[src/shared/sazd_pkg.sv]
// Package for the system address zone decoder: ranges, targets, zones
package sazd_pkg;

   //----------------------------------------
   // Address space
   //----------------------------------------
   localparam int ADDR_W = 24;

   //----------------------------------------
   // Region bounds (inclusive)
   //----------------------------------------
   localparam logic [23:0] PFLASH_LO = 24'h000000;
   localparam logic [23:0] PFLASH_HI = 24'h03ffff;
   localparam logic [23:0] DFLASH_LO = 24'h0e0000;
   localparam logic [23:0] DFLASH_HI = 24'h0e1fff;
   localparam logic [23:0] SRAM_LO = 24'h0ec000;
   localparam logic [23:0] SRAM_HI = 24'h0ee7ff;
   localparam logic [23:0] NET_LO = 24'h0ef000;
   localparam logic [23:0] NET_HI = 24'h0ef13f;
   localparam logic [23:0] EXT1_LO = 24'h400000;
   localparam logic [23:0] EXT1_HI = 24'h7fffff;
   localparam logic [23:0] EXT2_LO = 24'h800000;
   localparam logic [23:0] EXT2_HI = 24'hfeffff;
   localparam logic [23:0] BUP_LO = 24'hff0000;
   localparam logic [23:0] BUP_HI = 24'hfffaff;
   localparam logic [23:0] IOX_LO = 24'hfffb00;
   localparam logic [23:0] IOX_HI = 24'hfffbff;
   localparam logic [23:0] PERI_LO = 24'hfffc00;
   localparam logic [23:0] PERI_HI = 24'hffffff;

   //----------------------------------------
   // Environment strap codes
   //----------------------------------------
   typedef enum logic [1:0] {
      SAZD_ENV_INTERNAL_CODE = 2'h0,
      SAZD_ENV_EXTERNAL_CODE = 2'h1,
      SAZD_ENV_DEVELOPMENT = 2'h2
   } sazd_env_type;

   //----------------------------------------
   // Targets, one-hot; zero means reserved
   //----------------------------------------
   typedef enum logic [9:0] {
      SAZD_T_NONE = 10'h000,
      SAZD_T_PFLASH = 10'h001,
      SAZD_T_DFLASH = 10'h002,
      SAZD_T_SRAM = 10'h004,
      SAZD_T_NET = 10'h008,
      SAZD_T_EXTBUS = 10'h010,
      SAZD_T_BUSPERI = 10'h020,
      SAZD_T_IOEXP = 10'h040,
      SAZD_T_PERI = 10'h080
   } sazd_target_type;

   //----------------------------------------
   // Bus-interface zones
   //----------------------------------------
   typedef enum logic [2:0] {
      SAZD_Z_NONE = 3'h0,
      SAZD_Z_STATIC0 = 3'h1,
      SAZD_Z_STATIC1 = 3'h2,
      SAZD_Z_STATIC2 = 3'h3,
      SAZD_Z_IO = 3'h4
   } sazd_zone_type;

   //----------------------------------------
   // Decoded access carrier
   //----------------------------------------
   typedef struct packed {
      logic valid;
      logic write;
      logic [23:0] addr;
      sazd_target_type target;
      sazd_zone_type zone;
      logic reserved_hit;
   } sazd_route_type;

endpackage
[src/hw/sazd_decoder.sv]
// System address zone decoder: steers each core access to at most one target
//
// Notes on behaviour
// The core sees one flat 16 Mbyte byte space and every address hits at most one target.
// 00_0000h to 03_FFFFh selects program flash with its boot area, in static zone 0.
// 0E_0000h to 0E_1FFFh selects data flash, also in static zone 0.
// Zone 0 goes to flash in internal and external code modes, to the external bus in development.
// 0E_F000h to 0E_F13Fh selects the network-controller buffers and registers.
// 40_0000h to 7F_FFFFh goes to external memory under static zone 1 timing.
// 80_0000h to FE_FFFFh goes to external memory under static zone 2 timing.
// FF_FC00h to FF_FFFFh selects the general peripheral block, in no bus zone.
// The master must never access a reserved address range; the decoder flags such an access with reserved_hit and routes it nowhere.
// Every access inside one bus zone carries that zone's single tag.
// In development mode the flash is disabled and its space is served externally.
// System RAM, bus-unit peripherals and the I/O expansion zone sit at their fixed ranges.
`timescale 1ns/100ps
module sazd_decoder
   import sazd_pkg::*;
(
   input wire logic clk, // 40 MHz core clock
   input wire logic rst_n, // Synchronous reset, active low
   input wire logic [1:0] env_mode, // Operating environment, held static
   input wire logic req_valid, // Access request strobe
   input wire logic req_write, // 1 write, 0 read
   input wire logic [23:0] req_addr, // Byte address
   output sazd_route_type route, // Registered decode result
   output logic flash_enable // Flash usable in this mode
);

   //----------------------------------------
   // Combinational decode
   //----------------------------------------
   logic [1:0] env_meta_ff;
   logic [1:0] env_sync_ff;
   logic develop_mode;
   sazd_target_type nxt_target;
   sazd_zone_type nxt_zone;
   sazd_route_type route_ff;

   //----------------------------------------
   // Environment synchroniser
   //----------------------------------------
   // Straps come from pins: two flops before any decode reads them
   // No reset, so the mode has settled by the time reset lifts
   // A strap change shows in the decode two cycles later
   always_ff @(posedge clk) begin
      env_meta_ff <= env_mode;
      env_sync_ff <= env_meta_ff;
   end

   // Development mode disables flash
   assign develop_mode = (env_sync_ff == SAZD_ENV_DEVELOPMENT);
   assign flash_enable = ~develop_mode;

   // Address to target and zone; ranges are disjoint
   always_comb begin
      nxt_target = SAZD_T_NONE;
      nxt_zone = SAZD_Z_NONE;
      if (req_addr <= PFLASH_HI) begin
         nxt_target = develop_mode ? SAZD_T_EXTBUS : SAZD_T_PFLASH;
         nxt_zone = SAZD_Z_STATIC0;
      end else if (req_addr >= DFLASH_LO && req_addr <= DFLASH_HI) begin
         nxt_target = develop_mode ? SAZD_T_EXTBUS : SAZD_T_DFLASH;
         nxt_zone = SAZD_Z_STATIC0;
      end else if (req_addr >= SRAM_LO && req_addr <= SRAM_HI) begin
         nxt_target = SAZD_T_SRAM;
      end else if (req_addr >= NET_LO && req_addr <= NET_HI) begin
         nxt_target = SAZD_T_NET;
      end else if (req_addr >= EXT1_LO && req_addr <= EXT1_HI) begin
         nxt_target = SAZD_T_EXTBUS;
         nxt_zone = SAZD_Z_STATIC1;
      end else if (req_addr >= EXT2_LO && req_addr <= EXT2_HI) begin
         nxt_target = SAZD_T_EXTBUS;
         nxt_zone = SAZD_Z_STATIC2;
      end else if (req_addr >= BUP_LO && req_addr <= BUP_HI) begin
         nxt_target = SAZD_T_BUSPERI;
      end else if (req_addr >= IOX_LO && req_addr <= IOX_HI) begin
         nxt_target = SAZD_T_IOEXP;
         nxt_zone = SAZD_Z_IO;
      end else if (req_addr >= PERI_LO) begin
         nxt_target = SAZD_T_PERI;
      end
   end

   //----------------------------------------
   // Registered route
   //----------------------------------------
   // One-cycle decode latency; reserved hits flagged, not routed
   always_ff @(posedge clk) begin
      if (!rst_n) begin
         route_ff <= '0;
      end else begin
         route_ff.valid <= req_valid;
         route_ff.write <= req_write;
         route_ff.addr <= req_addr;
         route_ff.target <= req_valid ? nxt_target : SAZD_T_NONE;
         route_ff.zone <= req_valid ? nxt_zone : SAZD_Z_NONE;
         route_ff.reserved_hit <= req_valid && (nxt_target == SAZD_T_NONE);
      end
   end

   assign route = route_ff;
endmodule

[config.mk]
export PLATFORM = sky130hd
export DESIGN_NAME = sazd_decoder
export DESIGN_NICKNAME = d
export VERILOG_FILES = /design/src/shared/sazd_pkg.sv /design/src/hw/sazd_decoder.sv
export SDC_FILE = /design/constraint.sdc
export NUM_CORES = 1
export LEC_CHECK = 0
export BUFFER_PORTS_ARGS = -buffer_cell sky130_fd_sc_hd__buf_2
export CORE_ASPECT_RATIO = 1.4
export CORE_MARGIN = 3
export CORE_UTILIZATION = 40
export DETAILED_ROUTE_END_ITERATION = 12
export GPL_ROUTABILITY_DRIVEN = 0
export PLACE_DENSITY = 0.76
export SYNTH_ARGS = -nofsm -noshare
export SYNTH_HDL_FRONTEND = slang
export SYNTH_SLANG_ARGS = --single-unit
[constraint.sdc]
create_clock -name clk -period 1.7 [get_ports clk]
set_clock_uncertainty 0.1 [all_clocks]
set_input_delay 0.425 -clock clk [delete_from_list [all_inputs] [get_ports clk]]
set_output_delay 0.425 -clock clk [all_outputs]
set_load 0.02 [all_outputs]
==> results of run 1 <==
registers in the layout, summed over array words and instances, names as in the netlist:
name,cells
route,38
env_meta_ff,2
env_sync_ff,2
report_power, final:
part           internal [µW]  total (µW)  leakage (µW)  switching (µW)
Sequential              1030        1030      0.000348            9.06
Clock                    282         577     0.0000383             295
Combinational           83.2         209      0.000504             126
critical path: cells and delay by family (launching register included):
kind,cells,cell delay [ns]
flip-flops,1,0.29
AND/OR/NAND/NOR,1,0.19
buffers and inverters,1,0.19
synth_stat cells, drive strengths merged, types with 2 or more instances:
cell type / instances
buf: 2
o21a: 2
and4: 3
inv: 3
and2: 28
nor3: 4
nand3: 2
nand4: 3
nand2: 6
clkbuf: 2
dfxtp: 42
nor4: 5
nor2: 7
a21oi: 3
o21ai: 2
cells in the final DEF (no fill, tap or decap), types with 3 or more instances in the layout:
cell type | netlist | final
a21oi_1 | 3 | 3
and2_1 | 26 | 26
buf_2 | 0 | 68
buf_4 | 2 | 3
clkbuf_8 | 0 | 5
dfxtp_1 | 42 | 42
inv_1 | 3 | 3
nand2_1 | 6 | 6
nand4_1 | 3 | 3
nor2_1 | 7 | 7
nor3_1 | 4 | 4
nor4_1 | 3 | 3
cell type report:
type,instances,share of cell area [%]
sequential,42,46.2
multi-input combinational,77,26.4
timing repair buffer,71,19.9
clock buffer,7,4.19
tap,39,2.68
inverter,3,0.618
through the flow:
stage / power [µW] / util [%] / instances / TNS, ns
4_1_cts: 1840 / 57.2 / 239 / 0
5_1_grt: 1900 / 57.2 / 239 / 0
6_report: 1820 / 57.2 / 239 / 0
3_3_place_gp: 1260 / 54.8 / 232 / 0
3_5_place_dp: 1270 / 54.8 / 232 / -0.0158
2_1_floorplan: 1170 / - / 126 / 0
metal layers:
metal	share of wire, %	GRT usage (%)	vias up	wire (µm)
met5	0	0	-	0
met4	2.5	8.38	0	78
met3	6.4	5.74	8	198
met2	56	28.2	36	1730
met1	35	15.9	514	1090
li1	-	-	572	-
kinds of logic (layout without fill, tap and decap cells):
family / Yosys count / after routing / share of synthesized area (%)
AND/OR/NAND/NOR: 62 / 62 / 28.4
other: 1 / 2 / 0.277
buffers and inverters: 7 / 81 / 2.50
flip-flops: 42 / 42 / 62.2
AO/OA/AOI/OAI: 13 / 13 / 6.66
worst paths after layout:
| path | from | endpoint | slack, ns | depth (start not counted) |
|---|---|---|---|---|
| max | env_sync_ff[0] | flash_enable | 0.23 | 2 |
| min | env_mode[1] | env_meta_ff[1] | 0.14 | 1 |
| max reg2reg | env_sync_ff[0] | route[0] | 0.26 | 4 |
| min reg2reg | env_meta_ff[0] | env_sync_ff[0] | 0.23 | 0 |
==> reports/metrics.yaml, run 1 <==
ios: 71
vdd_ir_drop_max_mv: 0.650
synth_edf_count: 0
grt_max_degree: 26
port_buffers: 68
synth_cells: 125
dpl_cell_area_um2: 1750
post_cts_buffers: 0
synth_area_leaders: "dfxtp_1 (62%), and2_1 (12%), nor2_1 (1.9%)"
drive_gt1_share_pct: 42.0
h-tree-depth: 2
grtUsageTotal_pct: 16.0
routed-via-count: 1130
period_needed_ns: 1.47
post_cts_resized: 0
path_class: "flip-flop to output pin"
hold_class: "primary input to flip-flop"
start_kind: "flip-flop"
drtIter0Drc: 24
area_growth_pct: 34.7
rows: 24
cp_slowest_cell: "dfxtp_1"
drt-total-wl_mm: 3.09
final-max-slew-violation-count: 0
synth_top_area_share_pct: 62.2
min_period_over_period_pct: 86.6
yosysUniqueCellTypes: 31
cts_sinks: 42
start_util_pct: 42.5
layout.nets: 230
fmax_mhz: 679
ys_seq_area_share_pct: 62.2
hold_violations: 0
viasPerCell: 4.73
clock_latency_ns: 0.28
coreArea_um2: 3180
pre_cts_ws_ns: -0.0158
n_antenna_cell: 0
ys.flop_type: "dfxtp_1"
die-height_um: 74.8
ctsHoldBuffers: 0
status: "finished, final reports clean"
tritoncts: "done"
synth_async_sr_flop_share_pct: 0
cts.clk_slew.worst_paths_ns: 0.06
clock_path_buffers: 2
nFillCells: 316
cp.required_ns: 1.17
seq_area_um2: 841
grt_antenna_before_repair: 0
maxCapViolCount: 0
postRouteAntennaNets: 0
setup_viol: 0
yosys.area.top_type: "dfxtp_1"
grt_overflow: 0
hpwl_mm: 2.46
avgSynthCellArea_um2: 10.8
grt_pass1_vias: 1034
multi_input_area_um2: 482
numCtsBuffers: 5
leakage_uw: 0.000890
fin_ws_ns: 0.228
die_w_um: 55.1
worstPathMaxFanout: 5
rsz0062_at_grt: "no"
wire_per_inst_um: 12.9
design_area_um2: 1820
yosysWarnings: 0
grt_pass1_wl_mm: 4.60
cp_data_arrival_time_ns: 0.95
firstDrtPassIters: 4
die-area_um2: 4130
max_stage_delay_ns: 0.29
whs_ns: 0.143
ys_ff_latch: 42
syn_area_um2: 1350
crit_chain: "nand2b_1, buf_2"
endpoint_kind: "output pin"
p_per_area_nw_per_um2: 1000
drcViolationCount: 0
root_buffer: "clkbuf_8"
(Power assumes the default switching activity.)
==> run 2, diff against run 1 <==
CORE_UTILIZATION = 35   (was 40)
CTS_BUF_LIST = sky130_fd_sc_hd__clkbuf_2   (was default)
PLACE_DENSITY = 0.69   (was 0.76)
SLEW_MARGIN = 0   (was default)
==> reports/metrics.yaml, run 2 (synthesized netlist as in run 1, its figures left out) <==
internal_power_uw: 1370
hold_depth: 1
grt_overflow: 0
grt_antenna_before_repair: 0
grt_pass1_wl_mm: 4.56
drt-total-wl_mm: 2.95
post_cts_resized: 0
cp_slowest_cell: "dfxtp_1"
tritoncts: "done"
power_frac_seq_pct: 57.4
rsz0062_at_grt: "no"
h-tree-depth: 2
drcViolationCount: 0
swShare_pct: 24.2
worstPathMaxFanout: 5
utilization_pct: 49.7
layout.nets: 231
dpl_cell_area_um2: 1750
finalSetupTns_ns: 0
fin_ws_ns: 0.0827
nFillCells: 369
ios: 71
wire_per_inst_um: 12.1
cts_sinks: 42
largest_reg_flops: 38
met3_usage_pct: 3.07
die-area_um2: 4660
leakage_uw: 0.000895
postRouteAntennaNets: 0
fmax_mhz: 618
port_buffers: 68
n_antenna_cell: 0
met1_usage_pct: 14.0
clock_latency_ns: 0.37
busiest_layer: "met2"
met2_usage_pct: 22.7
drive_gt1_share_pct: 43.1
min_period_over_period_pct: 95.1
grt_max_degree: 26
crit_chain: "nand2b_1, buf_2"
grt_pass1_vias: 1049
drtIter0Drc: 17
pre_cts_ws_ns: 0.0290
design_area_um2: 1830
status: "finished, final reports clean"
path_class: "flip-flop to output pin"
netSwitchingPower_uw: 437
final-max-slew-violation-count: 0
clock_path_buffers: 2
hold_violations: 0
endpoint_kind: "output pin"
area_growth_pct: 35.1
hold_class: "primary input to flip-flop"
p_total_uw: 1800
firstDrtPassIters: 4
numCtsBuffers: 5
root_buffer: "clkbuf_2"
cts.clk_slew.worst_paths_ns: 0.18
p_per_area_nw_per_um2: 987
maxCapViolCount: 0
max_stage_delay_ns: 0.34
period_needed_ns: 1.62
viasPerCell: 4.59
hpwl_mm: 2.34
vdd_ir_drop_max_mv: 0.533
p_clk_share_pct: 31.0
die-height_um: 79.6
start_kind: "flip-flop"
cp_top_family: "flip-flops"
routed-via-count: 1121
cp.depth: 2
rows: 26
cp_num_buf_inv: 1
p_comb_share_pct: 11.6
layout_commonest_cell: "buf_2"
start_util_pct: 36.8
r2r_cells: 4
die_w_um: 58.5
cp.required_ns: 1.17
setup_viol: 0
grtUsageTotal_pct: 13.0
coreArea_um2: 3680
final_cell_mix: "buf_2 (68), dfxtp_1 (42), and2_1 (26)"
cp_data_arrival_time_ns: 1.09
[run 2: cell count changes in the layout (fill, tap and decap cells not counted), sizes merged]
cell	delta
clkbuf	-1
dlygate4sd3	+1
bufinv	+1
clkinvlp	+1
[run 2: worst register-to-register path: cells and delay by family, from the launching register on]
family | cells | cell delay (ns)
AOI/OAI and AO/OA | 2 | 0.51
DFF | 1 | 0.33
and+or+nand+nor | 2 | 0.46
[run 2: layer usage]
metal | part of all wire [%] | up-vias | wire length [µm]
li1 | - | 571 | -
met1 | 39 | 513 | 1140
met2 | 54 | 32 | 1590
met3 | 5.6 | 5 | 165
met4 | 1.7 | 0 | 51
met5 | 0 | - | 0
[run 2: per-stage QoR]
step	cells	hold slack, ns
detailed placement	235	0.213
global placement	235	0.211
finish	244	0.0367
CTS	243	0.00770
global route	244	0.000621
floorplan	126	0.210
[run 2: final cells by class]
class / instances / area, µm² / share of cell area (%)
Clock buffer: 6 / 30.0 / 1.64
Clock inverter: 2 / 37.5 / 2.05
Inverter: 3 / 11.3 / 0.616
Multi-Input combinational cell: 77 / 482 / 26.4
Sequential cell: 42 / 841 / 46.0
Tap cell: 42 / 52.6 / 2.88
Timing Repair Buffer: 72 / 373 / 20.4
[run 2: path summary, 6_finish.rpt]
check	startpoint	end	slack [ns]
worst max register to register	env_sync_ff[0]	route[0]	0.24
worst min-delay path	env_mode[0]	env_meta_ff[0]	0.04
worst max-delay path	env_sync_ff[0]	flash_enable	0.08
worst min register to register	env_meta_ff[0]	env_sync_ff[0]	0.25
[run 2: what timing repair did]
action	4_1_cts	5_1_grt
buffers inserted	0	0
endpoints found under the hold margin	0	1
hold buffers	0	1
[run 2: power by group through the flow]
| stage | Clock [µW] | Sequential (µW) | Combinational, µW |
|---|---|---|---|
| floorplan | 0 | 1110 | 61.6 |
| global placement | 0 | 1060 | 208 |
| detailed placement | 0 | 1060 | 210 |
| CTS | 580 | 1040 | 210 |
| global route | 619 | 1040 | 230 |
| finish | 559 | 1040 | 209 |
==> run 3, diff against run 2 <==
CELL_PAD_IN_SITES_DETAIL_PLACEMENT = 2   (was default)
CELL_PAD_IN_SITES_GLOBAL_PLACEMENT = 2   (was default)
CORE_UTILIZATION = 26   (was 35)
PLACE_DENSITY = 0.84   (was 0.69)
==> reports/metrics.yaml, run 3 (synthesized netlist as in run 1, its figures left out) <==
status: "finished, final reports clean"
vdd_ir_drop_max_mv: 0.283
power_frac_seq_pct: 62.5
h-tree-depth: 2
rows: 30
hold_violations: 0
coreArea_um2: 4950
leakage_uw: 0.000889
grt_pass1_vias: 1227
swShare_pct: 27.2
internal_power_uw: 1210
maxCapViolCount: 0
p_total_uw: 1660
layout.nets: 231
p_per_area_nw_per_um2: 902
die-height_um: 91.3
grt_max_degree: 26
ios: 71
grt_antenna_before_repair: 0
start_kind: "flip-flop"
final_cell_mix: "buf_2 (67), dfxtp_1 (42), and2_1 (26)"
die_w_um: 67.0
period_needed_ns: 1.57
p_comb_share_pct: 13.1
cts_sinks: 42
clock_latency_ns: 0.40
die-area_um2: 6120
firstDrtPassIters: 2
drive_gt1_share_pct: 42.6
path_class: "flip-flop to output pin"
hold_class: "primary input to flip-flop"
worstPathMaxFanout: 5
drt-total-wl_mm: 3.61
hpwl_mm: 3.00
port_buffers: 68
grtUsageTotal_pct: 12.6
rsz0062_at_grt: "no"
cts.clk_slew.worst_paths_ns: 0.19
grt_pass1_wl_mm: 5.72
viasPerCell: 4.43
final-max-slew-violation-count: 0
clock_path_buffers: 2
grt_overflow: 0
routed-via-count: 1178
min_period_over_period_pct: 92.5
start_util_pct: 27.3
n_antenna_cell: 0
p_clk_share_pct: 24.4
drcViolationCount: 0
setup_viol: 0
largest_reg_flops: 38
design_area_um2: 1840
tritoncts: "done"
endpoint_kind: "output pin"
whs_ns: 0.124
cp.required_ns: 1.17
postRouteAntennaNets: 0
numCtsBuffers: 5
final_cells: 266
layout_commonest_cell: "buf_2"
wire_per_inst_um: 13.6
netSwitchingPower_uw: 452
numPlacedInstances: 256
cp_data_arrival_time_ns: 1.05
drtIter0Drc: 33
dpl_cell_area_um2: 1770
area_growth_pct: 36.1
utilization_pct: 37.1
fmax_mhz: 636
root_buffer: "clkbuf_2"
## run 3: final cells by class
class	instances	area, µm²
timing repair buffer	72	378
clock buffer	5	25.0
tap	64	80.1
clock inverter	3	16.3
fill	569	3110
multi-input combinational	77	489
sequential	42	841
inverter	3	11.3
## run 3: path summary, 6_finish.rpt
path	startpoint	end	cells after the start	slack, ns
max	env_sync_ff[0]	flash_enable	2	0.13
min	req_write	route[38]	2	0.12
max reg2reg	env_sync_ff[0]	route[0]	4	0.31
min reg2reg	env_meta_ff[0]	env_sync_ff[0]	0	0.25
## run 3: power groups by stage
| stage | sequential [µW] | clock (µW) | combinational, µW |
|---|---|---|---|
| floorplan | 1110 | 0 | 61.6 |
| finish | 1040 | 405 | 218 |
| global placement | 1060 | 0 | 212 |
| global route | 1040 | 475 | 241 |
| detailed placement | 1060 | 0 | 216 |
| CTS | 1040 | 430 | 221 |
## run 3: layer usage
layer	GRT usage [%]	share of wire, %	vias to the layer above
li1	-	-	574
met1	12.1	37	541
met2	23.2	52	56
met3	4.33	9.2	7
met4	5.58	2.0	0
met5	0	0	-
## run 3: timing repair
item | 4_1_cts | 5_1_grt
hold buffers | 2 | 0
endpoints found under the hold margin | 2 | 0
resized for setup | 1 | 2
endpoints found under the setup margin | 1 | 1
setup buffers | 0 | 0
## run 3: critical path: stages (launching register included)
cell and delay, ns:
dfxtp_1 0.34, nand2b_4 0.15, buf_4 0.16
## run 3: stage by stage
| step | TNS (ns) | worst slack (ns) |
|---|---|---|
| 2_1_floorplan | 0 | 0.206 |
| 3_5_place_dp | -0.0484 | -0.0484 |
| 4_1_cts | 0 | 0.0261 |
| 5_1_grt | 0 | 0.0522 |
| 3_3_place_gp | 0 | 0.0246 |
| 6_report | 0 | 0.127 |
